--- src/design/fifo_flags_pkg.sv ---
// package of constants for the fifo with status flags and handshake
// assumes one common clock and an active-low asynchronous reset
// Functional notes
// - near-full when exactly one free slot
// - near-empty when exactly one word held
// - write acknowledge marks an accepted write
// - overflow marks a rejected write
// - read valid marks valid output data
// - underflow marks a refused read
// - handshake outputs have selectable polarity, high default
// - single-constant full uses assert threshold only
// - multiple-constant full adds a negate threshold
// - single-constant empty uses assert threshold only
// - multiple-constant empty adds a negate threshold
// - full flags reset value is configurable
package fifo_flags_pkg;
    localparam int DATA_WIDTH_DEF = 18;
    localparam int DEPTH_DEF = 32;
    localparam int FULL_ASSERT_DEF = 30;
    localparam int FULL_NEGATE_DEF = 29;
    localparam int EMPTY_ASSERT_DEF = 2;
    localparam int EMPTY_NEGATE_DEF = 3;
    localparam logic FULL_RESET_VALUE_DEF = 1'b0;
    localparam logic POLARITY_HIGH = 1'b1;
    localparam logic POLARITY_LOW = 1'b0;

    // programmable threshold modes
    typedef enum logic [2:0] {
        PROG_OFF = 3'b001,
        PROG_SINGLE = 3'b010,
        PROG_MULTI = 3'b100
    } prog_mode_t;
endpackage

--- src/design/fifo_store.sv ---
// flip-flop storage fifo with valid and ready on both sides
// assumes a common clock; the read side may stall to fill it
`timescale 1ns/1ps
module fifo_store
    import fifo_flags_pkg::*;
#(
    parameter int WIDTH = DATA_WIDTH_DEF,
    parameter int DEPTH = DEPTH_DEF,
    parameter int AW = $clog2(DEPTH)
) (
    input wire logic clock_i,
    input wire logic rstn_i,
    input wire logic [WIDTH-1:0] in_data_i,
    input wire logic in_valid_i,
    output logic in_ready_o,
    output logic [WIDTH-1:0] out_data_o,
    output logic out_valid_o,
    input wire logic out_ready_i,
    output logic [AW:0] count_o
);
    logic [WIDTH-1:0] mem [DEPTH];
    logic [AW-1:0] wptr, rptr, next_wptr, next_rptr;
    logic [AW:0] count, next_count;
    logic do_write, do_read;

    // wrap a pointer at the depth, which need not be a power of two
    function automatic logic [AW-1:0] bump(input logic [AW-1:0] p);
        return (p == AW'(DEPTH - 1)) ? '0 : p + 1'b1;
    endfunction

    // pointer and occupancy update
    always_comb begin
        do_write = in_valid_i && (count != (AW+1)'(DEPTH));
        do_read = out_ready_i && (count != '0);
        next_wptr = do_write ? bump(wptr) : wptr;
        next_rptr = do_read ? bump(rptr) : rptr;
        next_count = count;
        if (do_write && !do_read) begin
            next_count = count + 1'b1;
        end else if (do_read && !do_write) begin
            next_count = count - 1'b1;
        end
    end

    always_ff @(posedge clock_i or negedge rstn_i) begin
        if (!rstn_i) begin
            wptr <= '0;
            rptr <= '0;
            count <= '0;
        end else begin
            wptr <= next_wptr;
            rptr <= next_rptr;
            count <= next_count;
        end
    end

    // storage has no reset; it is never read before written
    always_ff @(posedge clock_i) begin
        if (do_write) begin
            mem[wptr] <= in_data_i;
        end
    end

    assign in_ready_o = (count != (AW+1)'(DEPTH));
    assign out_valid_o = (count != '0);
    assign out_data_o = mem[rptr];
    assign count_o = count;
endmodule

--- src/design/thresh_flag.sv ---
// hysteresis flag for programmable full or empty levels
// assumes occupancy comes from the fifo in the same clock domain
`timescale 1ns/1ps
module thresh_flag
    import fifo_flags_pkg::*;
#(
    parameter int AW = 5,
    parameter prog_mode_t MODE = PROG_SINGLE,
    parameter logic HIGH_SIDE = 1'b1,
    parameter int ASSERT_LVL = FULL_ASSERT_DEF,
    parameter int NEGATE_LVL = FULL_NEGATE_DEF
) (
    input wire logic [AW:0] level_i,
    input wire logic flag_i,
    output logic next_flag_o
);
    // multi-mode high side sets at or above assert, clears below negate; single mode clears below assert
    always_comb begin
        next_flag_o = 1'b0;
        case (MODE)
            PROG_SINGLE: begin
                if (HIGH_SIDE) begin
                    next_flag_o = level_i >= (AW+1)'(ASSERT_LVL);
                end else begin
                    next_flag_o = level_i <= (AW+1)'(ASSERT_LVL);
                end
            end
            PROG_MULTI: begin
                if (HIGH_SIDE) begin
                    if (level_i >= (AW+1)'(ASSERT_LVL)) begin
                        next_flag_o = 1'b1;
                    end else if (level_i < (AW+1)'(NEGATE_LVL)) begin
                        next_flag_o = 1'b0;
                    end else begin
                        next_flag_o = flag_i;
                    end
                end else begin
                    if (level_i <= (AW+1)'(ASSERT_LVL)) begin
                        next_flag_o = 1'b1;
                    end else if (level_i > (AW+1)'(NEGATE_LVL)) begin
                        next_flag_o = 1'b0;
                    end else begin
                        next_flag_o = flag_i;
                    end
                end
            end
            default: next_flag_o = 1'b0;
        endcase
    end
endmodule

--- src/design/fifo_flags.sv ---
// top: fifo with near flags, programmable flags and handshake flags
// assumes user write and read logic on the same clock as this block
`timescale 1ns/1ps
module fifo_flags
    import fifo_flags_pkg::*;
#(
    parameter int WIDTH = DATA_WIDTH_DEF,
    parameter int DEPTH = DEPTH_DEF,
    parameter bit NEAR_FULL_EN = 1'b1,
    parameter bit NEAR_EMPTY_EN = 1'b1,
    parameter bit ACK_EN = 1'b1,
    parameter bit OVERFLOW_EN = 1'b1,
    parameter bit VALID_EN = 1'b1,
    parameter bit UNDERFLOW_EN = 1'b1,
    parameter logic ACK_POL = POLARITY_HIGH,
    parameter logic OVERFLOW_POL = POLARITY_HIGH,
    parameter logic VALID_POL = POLARITY_HIGH,
    parameter logic UNDERFLOW_POL = POLARITY_HIGH,
    parameter prog_mode_t FULL_MODE = PROG_SINGLE,
    parameter int FULL_ASSERT = FULL_ASSERT_DEF,
    parameter int FULL_NEGATE = FULL_NEGATE_DEF,
    parameter prog_mode_t EMPTY_MODE = PROG_SINGLE,
    parameter int EMPTY_ASSERT = EMPTY_ASSERT_DEF,
    parameter int EMPTY_NEGATE = EMPTY_NEGATE_DEF,
    parameter logic FULL_RESET_VALUE = FULL_RESET_VALUE_DEF
) (
    input wire logic clock_i,
    input wire logic rstn_i,
    input wire logic wr_en_i,
    input wire logic [WIDTH-1:0] wr_data_i,
    input wire logic rd_en_i,
    output logic [WIDTH-1:0] rd_data_o,
    output logic full_o,
    output logic empty_o,
    output logic near_full_o,
    output logic near_empty_o,
    output logic prog_full_o,
    output logic prog_empty_o,
    output logic wr_ack_o,
    output logic overflow_o,
    output logic rd_valid_o,
    output logic underflow_o
);
    localparam int AW = $clog2(DEPTH);

    logic [AW:0] count;
    logic in_ready, head_valid;
    logic [WIDTH-1:0] head_data;
    logic take_wr, take_rd;
    logic [AW:0] next_level;
    logic next_full, next_empty, next_near_full, next_near_empty;
    logic next_pf, next_pe, next_ack, next_ovf, next_val, next_unf;
    logic [WIDTH-1:0] next_rd_data;
    logic next_prog_full, next_prog_empty;
    logic next_wr_ack, next_overflow, next_rd_valid, next_underflow;
    logic full, empty, near_full, near_empty, pf, pe;
    logic ack_raw, ovf_raw, val_raw, unf_raw;
    logic [WIDTH-1:0] rd_data;
    logic in_reset;

    // drive an active level of the selected polarity
    function automatic logic polar(input logic active, input logic pol);
        return pol ? active : ~active;
    endfunction

    // flags use the level after this cycle's accesses
    always_comb begin
        take_wr = wr_en_i && in_ready;
        take_rd = rd_en_i && head_valid;
        next_level = count;
        if (take_wr && !take_rd) begin
            next_level = count + 1'b1;
        end else if (take_rd && !take_wr) begin
            next_level = count - 1'b1;
        end
    end

    fifo_store #(
        .WIDTH(WIDTH),
        .DEPTH(DEPTH),
        .AW(AW)
    ) u_store (
        .clock_i(clock_i),
        .rstn_i(rstn_i),
        .in_data_i(wr_data_i),
        .in_valid_i(wr_en_i),
        .in_ready_o(in_ready),
        .out_data_o(head_data),
        .out_valid_o(head_valid),
        .out_ready_i(rd_en_i),
        .count_o(count)
    );

    thresh_flag #(
        .AW(AW),
        .MODE(FULL_MODE),
        .HIGH_SIDE(1'b1),
        .ASSERT_LVL(FULL_ASSERT),
        .NEGATE_LVL(FULL_NEGATE)
    ) u_pf (
        .level_i(next_level),
        .flag_i(pf),
        .next_flag_o(next_pf)
    );

    thresh_flag #(
        .AW(AW),
        .MODE(EMPTY_MODE),
        .HIGH_SIDE(1'b0),
        .ASSERT_LVL(EMPTY_ASSERT),
        .NEGATE_LVL(EMPTY_NEGATE)
    ) u_pe (
        .level_i(next_level),
        .flag_i(pe),
        .next_flag_o(next_pe)
    );

    // occupancy flags and handshake events; full-type flags are loaded low on the
    // first edge after reset so the reset choice never reads as occupancy
    always_comb begin
        next_full = !in_reset && (next_level == (AW+1)'(DEPTH));
        next_empty = next_level == '0;
        next_near_full = !in_reset && NEAR_FULL_EN
            && (next_level == (AW+1)'(DEPTH - 1));
        next_near_empty = NEAR_EMPTY_EN && (next_level == (AW+1)'(1));
        next_prog_full = !in_reset && (FULL_MODE != PROG_OFF) && next_pf;
        next_prog_empty = (EMPTY_MODE != PROG_OFF) && next_pe;
        next_ack = ACK_EN && take_wr;
        next_ovf = OVERFLOW_EN && wr_en_i && !in_ready;
        next_val = VALID_EN && take_rd;
        next_unf = UNDERFLOW_EN && rd_en_i && !head_valid;
        // polarity applied here so the output flops only register
        next_wr_ack = polar(next_ack, ACK_POL);
        next_overflow = polar(next_ovf, OVERFLOW_POL);
        next_rd_valid = polar(next_val, VALID_POL);
        next_underflow = polar(next_unf, UNDERFLOW_POL);
        next_rd_data = take_rd ? head_data : rd_data;
    end

    // full-type flags hold the chosen value through reset, then one cycle
    always_ff @(posedge clock_i or negedge rstn_i) begin
        if (!rstn_i) begin
            full <= FULL_RESET_VALUE;
            near_full <= FULL_RESET_VALUE;
            pf <= FULL_RESET_VALUE;
            empty <= 1'b1;
            near_empty <= 1'b0;
            pe <= 1'b0;
            ack_raw <= 1'b0;
            ovf_raw <= 1'b0;
            val_raw <= 1'b0;
            unf_raw <= 1'b0;
            rd_data <= '0;
            in_reset <= 1'b1;
        end else begin
            full <= next_full;
            near_full <= next_near_full;
            pf <= next_prog_full;
            empty <= next_empty;
            near_empty <= next_near_empty;
            pe <= next_prog_empty;
            ack_raw <= next_ack;
            ovf_raw <= next_ovf;
            val_raw <= next_val;
            unf_raw <= next_unf;
            rd_data <= next_rd_data;
            in_reset <= 1'b0;
        end
    end

    // polarity registers so every output comes straight from a flop
    always_ff @(posedge clock_i or negedge rstn_i) begin
        if (!rstn_i) begin
            wr_ack_o <= ~ACK_POL;
            overflow_o <= ~OVERFLOW_POL;
            rd_valid_o <= ~VALID_POL;
            underflow_o <= ~UNDERFLOW_POL;
        end else begin
            wr_ack_o <= next_wr_ack;
            overflow_o <= next_overflow;
            rd_valid_o <= next_rd_valid;
            underflow_o <= next_underflow;
        end
    end

    assign full_o = full;
    assign empty_o = empty;
    assign near_full_o = near_full;
    assign near_empty_o = near_empty;
    assign prog_full_o = pf;
    assign prog_empty_o = pe;
    assign rd_data_o = rd_data;

    // acknowledge follows an accepted write by one cycle
    a_ack_follows_write: assert property (@(posedge clock_i) disable iff (!rstn_i)
        ACK_EN && wr_en_i && !full |=> wr_ack_o == ACK_POL)
        else $error("write accepted without acknowledge");
    // overflow follows a write into a full fifo
    a_overflow_on_full: assert property (@(posedge clock_i) disable iff (!rstn_i)
        OVERFLOW_EN && wr_en_i && full && !in_reset |=> overflow_o == OVERFLOW_POL)
        else $error("write into full fifo not flagged");
    // ack and overflow never both active
    a_ack_ovf_excl: assert property (@(posedge clock_i) disable iff (!rstn_i)
        !((wr_ack_o == ACK_POL) && (overflow_o == OVERFLOW_POL)))
        else $error("ack and overflow together");
    // underflow follows a read of an empty fifo
    a_underflow_empty: assert property (@(posedge clock_i) disable iff (!rstn_i)
        UNDERFLOW_EN && rd_en_i && empty |=> underflow_o == UNDERFLOW_POL)
        else $error("read of empty fifo not flagged");
    // valid read data follows a read of a non-empty fifo
    a_valid_after_read: assert property (@(posedge clock_i) disable iff (!rstn_i)
        VALID_EN && rd_en_i && !empty |=> rd_valid_o == VALID_POL)
        else $error("read without valid");
    // near-full tracks a single free slot
    a_near_full_level: assert property (@(posedge clock_i) disable iff (!rstn_i)
        NEAR_FULL_EN && !$past(in_reset) && !in_reset
        |-> near_full == (count == (AW+1)'(DEPTH - 1)))
        else $error("near-full wrong");
    // near-empty tracks a single held word
    a_near_empty_level: assert property (@(posedge clock_i) disable iff (!rstn_i)
        NEAR_EMPTY_EN && !in_reset |-> near_empty == (count == (AW+1)'(1)))
        else $error("near-empty wrong");
    // programmable full set at assert level
    a_prog_full_set: assert property (@(posedge clock_i) disable iff (!rstn_i)
        FULL_MODE != PROG_OFF && !in_reset && count >= (AW+1)'(FULL_ASSERT)
        |-> pf)
        else $error("prog full missing");
    // multi mode keeps the flag until below negate level
    a_prog_full_hyst: assert property (@(posedge clock_i) disable iff (!rstn_i)
        FULL_MODE == PROG_MULTI && !in_reset && $fell(pf)
        |-> count < (AW+1)'(FULL_NEGATE))
        else $error("prog full cleared early");
    // programmable empty set at assert level
    a_prog_empty_set: assert property (@(posedge clock_i) disable iff (!rstn_i)
        EMPTY_MODE != PROG_OFF && !in_reset && count <= (AW+1)'(EMPTY_ASSERT)
        |-> pe)
        else $error("prog empty missing");
    // multi mode empty flag clears only above negate level
    a_prog_empty_hyst: assert property (@(posedge clock_i) disable iff (!rstn_i)
        EMPTY_MODE == PROG_MULTI && $fell(pe) |-> count > (AW+1)'(EMPTY_NEGATE))
        else $error("prog empty cleared early");
    // full-type flags show the reset choice on the first cycle
    a_full_reset_val: assert property (@(posedge clock_i) disable iff (!rstn_i)
        in_reset |-> full == FULL_RESET_VALUE && pf == FULL_RESET_VALUE)
        else $error("full reset value wrong");
    // raw events and polarity-mapped outputs always agree
    a_hs_polarity: assert property (@(posedge clock_i) disable iff (!rstn_i)
        ((wr_ack_o == ACK_POL) == ack_raw)
        && ((overflow_o == OVERFLOW_POL) == ovf_raw)
        && ((rd_valid_o == VALID_POL) == val_raw)
        && ((underflow_o == UNDERFLOW_POL) == unf_raw))
        else $error("handshake polarity wrong");
    // an acknowledge only ever follows a stored write
    a_ack_has_cause: assert property (@(posedge clock_i) disable iff (!rstn_i)
        ack_raw |-> $past(take_wr))
        else $error("acknowledge without write");
    // overflow only follows a refused write
    a_ovf_has_cause: assert property (@(posedge clock_i) disable iff (!rstn_i)
        ovf_raw |-> $past(wr_en_i) && !$past(in_ready))
        else $error("overflow without refused write");
    // a refused write with no read leaves the fifo full
    a_overflow_no_store: assert property (@(posedge clock_i) disable iff (!rstn_i)
        wr_en_i && !in_ready && !rd_en_i |=> count == (AW+1)'(DEPTH))
        else $error("refused write changed level");
    // valid only follows an honoured read
    a_val_has_cause: assert property (@(posedge clock_i) disable iff (!rstn_i)
        val_raw |-> $past(take_rd))
        else $error("valid without read");
    // the word shown as valid is the one that was at the head
    a_valid_data_head: assert property (@(posedge clock_i) disable iff (!rstn_i)
        rd_en_i && head_valid |=> rd_data == $past(head_data))
        else $error("read data not head word");
    // underflow only follows a refused read
    a_unf_has_cause: assert property (@(posedge clock_i) disable iff (!rstn_i)
        unf_raw |-> $past(rd_en_i) && !$past(head_valid))
        else $error("underflow without refused read");
    // a refused read leaves the output word alone
    a_underflow_keeps: assert property (@(posedge clock_i) disable iff (!rstn_i)
        rd_en_i && !head_valid |=> $stable(rd_data))
        else $error("refused read changed data");
    // near-full stays quiet when the option is off
    a_near_full_off: assert property (@(posedge clock_i) disable iff (!rstn_i)
        !NEAR_FULL_EN && !in_reset |-> !near_full)
        else $error("disabled near-full active");
    // near-empty stays quiet when the option is off
    a_near_empty_off: assert property (@(posedge clock_i) disable iff (!rstn_i)
        !NEAR_EMPTY_EN |-> !near_empty)
        else $error("disabled near-empty active");
    // disabled handshake options never raise an event
    a_handshake_off: assert property (@(posedge clock_i) disable iff (!rstn_i)
        (ACK_EN || !ack_raw) && (OVERFLOW_EN || !ovf_raw)
        && (VALID_EN || !val_raw) && (UNDERFLOW_EN || !unf_raw))
        else $error("disabled handshake active");
    // programmable full stays low when switched off
    a_prog_full_off: assert property (@(posedge clock_i) disable iff (!rstn_i)
        FULL_MODE == PROG_OFF && !in_reset |-> !pf)
        else $error("prog full active while off");
    // programmable empty stays low when switched off
    a_prog_empty_off: assert property (@(posedge clock_i) disable iff (!rstn_i)
        EMPTY_MODE == PROG_OFF |-> !pe)
        else $error("prog empty active while off");
    // single constant: plain compare, any negate level ignored
    a_prog_full_single: assert property (@(posedge clock_i) disable iff (!rstn_i)
        FULL_MODE == PROG_SINGLE && !in_reset |-> pf == (count >= (AW+1)'(FULL_ASSERT)))
        else $error("single prog full wrong");
    // single constant: plain compare on the empty side
    a_prog_empty_single: assert property (@(posedge clock_i) disable iff (!rstn_i)
        EMPTY_MODE == PROG_SINGLE && !in_reset |-> pe == (count <= (AW+1)'(EMPTY_ASSERT)))
        else $error("single prog empty wrong");
    // dual constants: the full flag only rises at the assert level
    a_prog_full_rise: assert property (@(posedge clock_i) disable iff (!rstn_i)
        FULL_MODE == PROG_MULTI && !in_reset && $rose(pf) |-> count >= (AW+1)'(FULL_ASSERT))
        else $error("prog full rose early");
    // dual constants: the empty flag only rises at the assert level
    a_prog_empty_rise: assert property (@(posedge clock_i) disable iff (!rstn_i)
        EMPTY_MODE == PROG_MULTI && $rose(pe) |-> count <= (AW+1)'(EMPTY_ASSERT))
        else $error("prog empty rose early");
    // full follows occupancy once out of reset
    a_full_level: assert property (@(posedge clock_i) disable iff (!rstn_i)
        !in_reset |-> full == (count == (AW+1)'(DEPTH)))
        else $error("full flag wrong");
endmodule

--- config.mk ---
export PLATFORM = sky130hd
export DESIGN_NAME = fifo_flags
export DESIGN_NICKNAME = d
export VERILOG_FILES = /design/src/design/fifo_flags_pkg.sv /design/src/design/fifo_store.sv /design/src/design/thresh_flag.sv /design/src/design/fifo_flags.sv
export SDC_FILE = /design/constraint.sdc
export NUM_CORES = 1
export LEC_CHECK = 0
export ABC_CLOCK_PERIOD_IN_PS = 3950
export BUFFER_PORTS_ARGS = -buffer_cell sky130_fd_sc_hd__buf_2
export CORE_MARGIN = 2
export CORE_UTILIZATION = 29
export CTS_CLUSTER_SIZE = 12
export DETAILED_ROUTE_END_ITERATION = 6
export PLACE_DENSITY = 0.47
export RECOVER_POWER = 25
export SYNTH_ARGS = -nofsm -noshare
export SYNTH_HDL_FRONTEND = slang
export SYNTH_HIERARCHICAL = 1
export SYNTH_SLANG_ARGS = --single-unit
--- constraint.sdc ---
create_clock -name clock_i -period 3.95 [get_ports clock_i]
set_input_delay 0.1975 -clock clock_i [delete_from_list [all_inputs] [get_ports clock_i]]
set_output_delay 0.1975 -clock clock_i [all_outputs]
set_load 0.01 [all_outputs]
==> results summary <==
Setup repair after global routing left no endpoint under its margin. The mean area per synthesized cell came out at 19.55 sq um. The leakage dissipation is 9.295 nW.

The actual slew at the worst max-slew pin came out at 1.504 ns. The Yosys step of the flow raised 6 warnings. The capture instance of the worst register-to-register path is rd_data_o[14]$_DFFE_PN0P_. The final instance count without filler cells is 2,502.

Post-CTS repair changed the size of 0 cells. The path type of the worst setup path is flip-flop to flip-flop. The total wirelength of the detailed-routed design is 60,340 microns. The worst slack on hold paths came out at 0.1700 ns.

The data arrival time of the critical path is 3.66 ns. In this run the critical register-to-register path is launched from u_store/rptr[0]$_DFFE_PN0P_. The clock transition at the registers of the reported paths came out at 0.06 ns. The worst register-to-register path has a setup slack of 0.77 ns.

The worst-case reg-to-reg path depth came out at 8. The floorplan die width came out at 294.4 microns. The starting density of the core came out at 29.28%. The worst-case headroom to the max-slew limit came out at -0.2499%. The clock network is responsible for 29.4% of the overall power. The share of final-layout standard cells stronger than drive strength 1 is 23.80%. The full die area is 86,690 sq um. The flow ran to the end, but the final reports show violations.

The post-placement setup slack is 0.8183 ns. The share of synthesized area in the top cell type comes to 70.71%. The hold violation total from the final report came out at 0. Combinational logic burns 28.4% of the power.

The core region is 83,560 sq um. The fraction of the core area covered by cells at the end of the flow came out at 33.95%. For this block, the via count after detailed routing is 12.31k.

After detailed routing, the number of remaining DRC violations is 0. The library cell occupying the most area in the post-synthesis netlist is sky130_fd_sc_hd__edfxtp_1. The layout overhead on the synthesized area came out at 15.95%. The detail-routed via count per cell is 4.920. The net total in the final layout came out at 1,410. The global routing stage identified its most utilized layer as met2.

The setup-violating endpoint count in the final report is 0. In the layout the commonest cells are sky130_fd_sc_hd__edfxtp_1 (576), sky130_fd_sc_hd__mux4_2 (93), sky130_fd_sc_hd__nand2_1 (77). At the end of routability-driven placement, the weighted congestion stood at 0.7328. The number of global-route vias before repair is 12.80k. Adding up every negative setup slack in the final design gives 0 ns.

In the final layout, the multi-input gates occupy 5700 sq um. The synthesized netlist contains 62 unique library cells. The placement row count is 106. Global routing consumed, on the met3 layer, 2.933% of the routing resources.

The hold buffer count at CTS is 3. The share of total power consumed by net switching came out at 31.48%. The total congestion overflow after global routing is 0. The part of the total power dissipated in sequential elements came out at 42.2%.

The final reports fail on capacitance limit, slew limit. The vertical die dimension came out at 294.4 microns. TritonCTS built the clock tree. The most common cell after layout, fill and taps aside is sky130_fd_sc_hd__edfxtp_1. For the finished layout, the period the worst path requires is 3.177 ns. STA classifies the critical path endpoint as a flip-flop. The proportion of synthesized chip area in sequential cells came out at 75.32%.

The final worst setup slack came out at 0.7733 ns. The clock net in this run drives a total of 621 sinks. The part of the cycle the worst path needs came out at 80.42%. By area the synthesized netlist is led by sky130_fd_sc_hd__edfxtp_1 (71%), sky130_fd_sc_hd__mux4_2 (8.6%), sky130_fd_sc_hd__dfrtp_1 (4.4%), sky130_fd_sc_hd__mux2i_1 (3.0%), sky130_fd_sc_hd__mux4_1 (1.6%).

Port buffering added 49 buffers. The endpoint with the worst hold slack is u_store/mem[31][2]$_DFFE_PP_. The count of mapped cells out of synthesis came out at 1,251. Once detail routing completed, the nets flagged for antenna violations numbered 0. The worst IR drop on VDD is 0.3775 mV. The post-synthesis net count came out at 1,289.

The highest clock rate is 0.3148 GHz. Summing all flip-flop and latch instances after layout gives 18,440 sq um. The number of CTS-inserted buffers is 66.

The synthesized design contains 621 register bits. The number of enable-type register cells in the synthesized netlist came out at 576. The number of design-rule violations left by the first detailed-router iteration came out at 993. The largest net degree at the start of global routing came out at 36. The fill cell instance count of the final layout is 7,864. The met1 usage came out at 18.81%. At the worst endpoint, the required time is 4.43 ns. The initial antenna violation count is 1. The clock latency of the later-clocked register in the worst-skew pair is 0.59 ns. Clock tree synthesis selected as its root buffer the cell sky130_fd_sc_hd__clkbuf_16.

No sink is reached through more buffers than the 3 on the longest clock path. The total power density per cell area came out at 688.5 nW/um^2. The depth of the worst hold-timing path came out at 1. The internal power of the cells came out at 0.01338 W. The max capacitance violation total is 1.

The number of top-level pins is 50. The number of levels the H-tree was split into is 3. In this run the worst path has a maximum fanout of 20.

The analysis attributes to net switching a power of 0.006148 W. The first-pass iteration count of the detailed router is 5. The async set or reset register ratio after synthesis came out at 7.246%.

The worst setup skew after layout came out at 0.01621 ns. The number of setup buffers added after CTS is 0. The detail-routed net length per standard cell came out at 24.12 microns. The detailed-placement wirelength estimate came out at 35,850 microns. The global-route wire length before repair is 88,490 microns. The path class of the tightest hold or removal check is input pin to flip-flop.

Global routing used 14.10% of the available tracks. The worst setup path is launched from a flip-flop. The final number of max-transition violations is 33. The number of cells after detailed placement came out at 2,381.

In the synthesized netlist the dominant register cell turns out to be sky130_fd_sc_hd__edfxtp_1. The origin of the worst min-delay path is wr_data_i[2]. The cell area after technology mapping is 24,460 sq um. In the global route stage, met2 resource usage came out at 22.98%.
==> flip-flops by register name, summed over array words and instances (netlist names), 5 cells and up <==
signal and cells:
rd_data_o 18, u_store/count_o 6, u_store/mem 576, u_store/rptr 5, u_store/wptr 5
==> critical path, cell delays in order (launching register included) <==
cell and delay (ns):
sky130_fd_sc_hd__dfrtp_4 0.73, sky130_fd_sc_hd__buf_12 0.27, sky130_fd_sc_hd__mux4_2 0.54, sky130_fd_sc_hd__a22o_1 0.28, sky130_fd_sc_hd__a2111oi_1 0.73, sky130_fd_sc_hd__buf_4 0.25
sky130_fd_sc_hd__a21oi_1 0.06, sky130_fd_sc_hd__nand2_1 0.10, sky130_fd_sc_hd__nand2_1 0.06
==> per-layer routing <==
metal	part of all wire [%]	wire length, microns
met1	44	26480
met2	49	29310
met3	5.3	3180
met4	2.2	1353
met5	0.022	13
==> Yosys cell counts, drive strengths merged (3+ instances only) <==
| cell | n |
|---|---|
| a2111oi | 17 |
| a211oi | 3 |
| a21oi | 42 |
| a221o | 3 |
| a22o | 18 |
| a22oi | 18 |
| and3 | 7 |
| buf | 40 |
| clkbuf | 24 |
| dfrtp | 43 |
| edfxtp | 576 |
| ha | 15 |
| inv | 18 |
| mux2i | 74 |
| mux4 | 108 |
| nand2 | 77 |
| nand3 | 8 |
| nand3b | 5 |
| nor2 | 45 |
| nor2b | 9 |
| nor3 | 5 |
| nor4 | 5 |
| o21ai | 13 |
| o221ai | 18 |
| o22ai | 17 |
| o31ai | 3 |
| or3 | 4 |
| or4 | 3 |
| xnor2 | 4 |
==> cell type report <==
class	count	area share (%)
flip-flops and latches	621	65.00
clock buffers	100	6.568
multi-input cells	548	20.10
diodes	2	0.01765
repair buffers	117	2.942
clock inverters	16	0.3750
well taps	1080	4.764
inverters	18	0.2382
==> how the worst max path moves through the flow <==
stage / from / end / slack (ns) / cells past startpoint
2_1_floorplan: u_store/count_o[1]$_DFFE_PN0P_ / u_store/count_o[4]$_DFFE_PN0P_ / 1.17 / 10
3_3_place_gp: u_store/rptr[0]$_DFFE_PN0P_ / rd_data_o[14]$_DFFE_PN0P_ / 0.81 / 8
3_5_place_dp: u_store/rptr[0]$_DFFE_PN0P_ / rd_data_o[14]$_DFFE_PN0P_ / 0.82 / 8
4_1_cts: u_store/rptr[0]$_DFFE_PN0P_ / rd_data_o[14]$_DFFE_PN0P_ / 0.79 / 8
5_1_grt: u_store/count_o[1]$_DFFE_PN0P_ / u_store/count_o[5]$_DFFE_PN0P_ / 0.62 / 10
6_report: u_store/rptr[0]$_DFFE_PN0P_ / rd_data_o[14]$_DFFE_PN0P_ / 0.77 / 8
==> kinds of logic after synthesis <==
group | after synthesis | synth area share [%]
flip-flops | 621 | 75.32
multiplexers | 184 | 13.29
AND/OR/NAND/NOR | 180 | 3.545
AO/OA/AOI/OAI | 161 | 4.905
buffers and inverters | 82 | 1.852
adder cells (fa/ha/maj) | 16 | 0.8491
XOR/XNOR | 6 | 0.2148
other | 1 | 0.01533
==> per-stage QoR <==
stage               area, sq um  total power, W
finish                    28360         0.01953
global route              28360         0.02050
CTS                       28370         0.01982
detailed placement        26380         0.01399
global placement          26380         0.01395
floorplan                 24460         0.01182
==> power by group through the flow <==
stage                     Sequential, W  Combinational, W  Clock, W
final                           0.00824           0.00554   0.00575
after global routing            0.00830           0.00600   0.00620
after CTS                       0.00825           0.00563   0.00594
after detailed placement        0.00838           0.00561         0
after global placement          0.00837           0.00559         0
after floorplan                 0.00808           0.00374         0
Power figures use the tool's default switching activity.
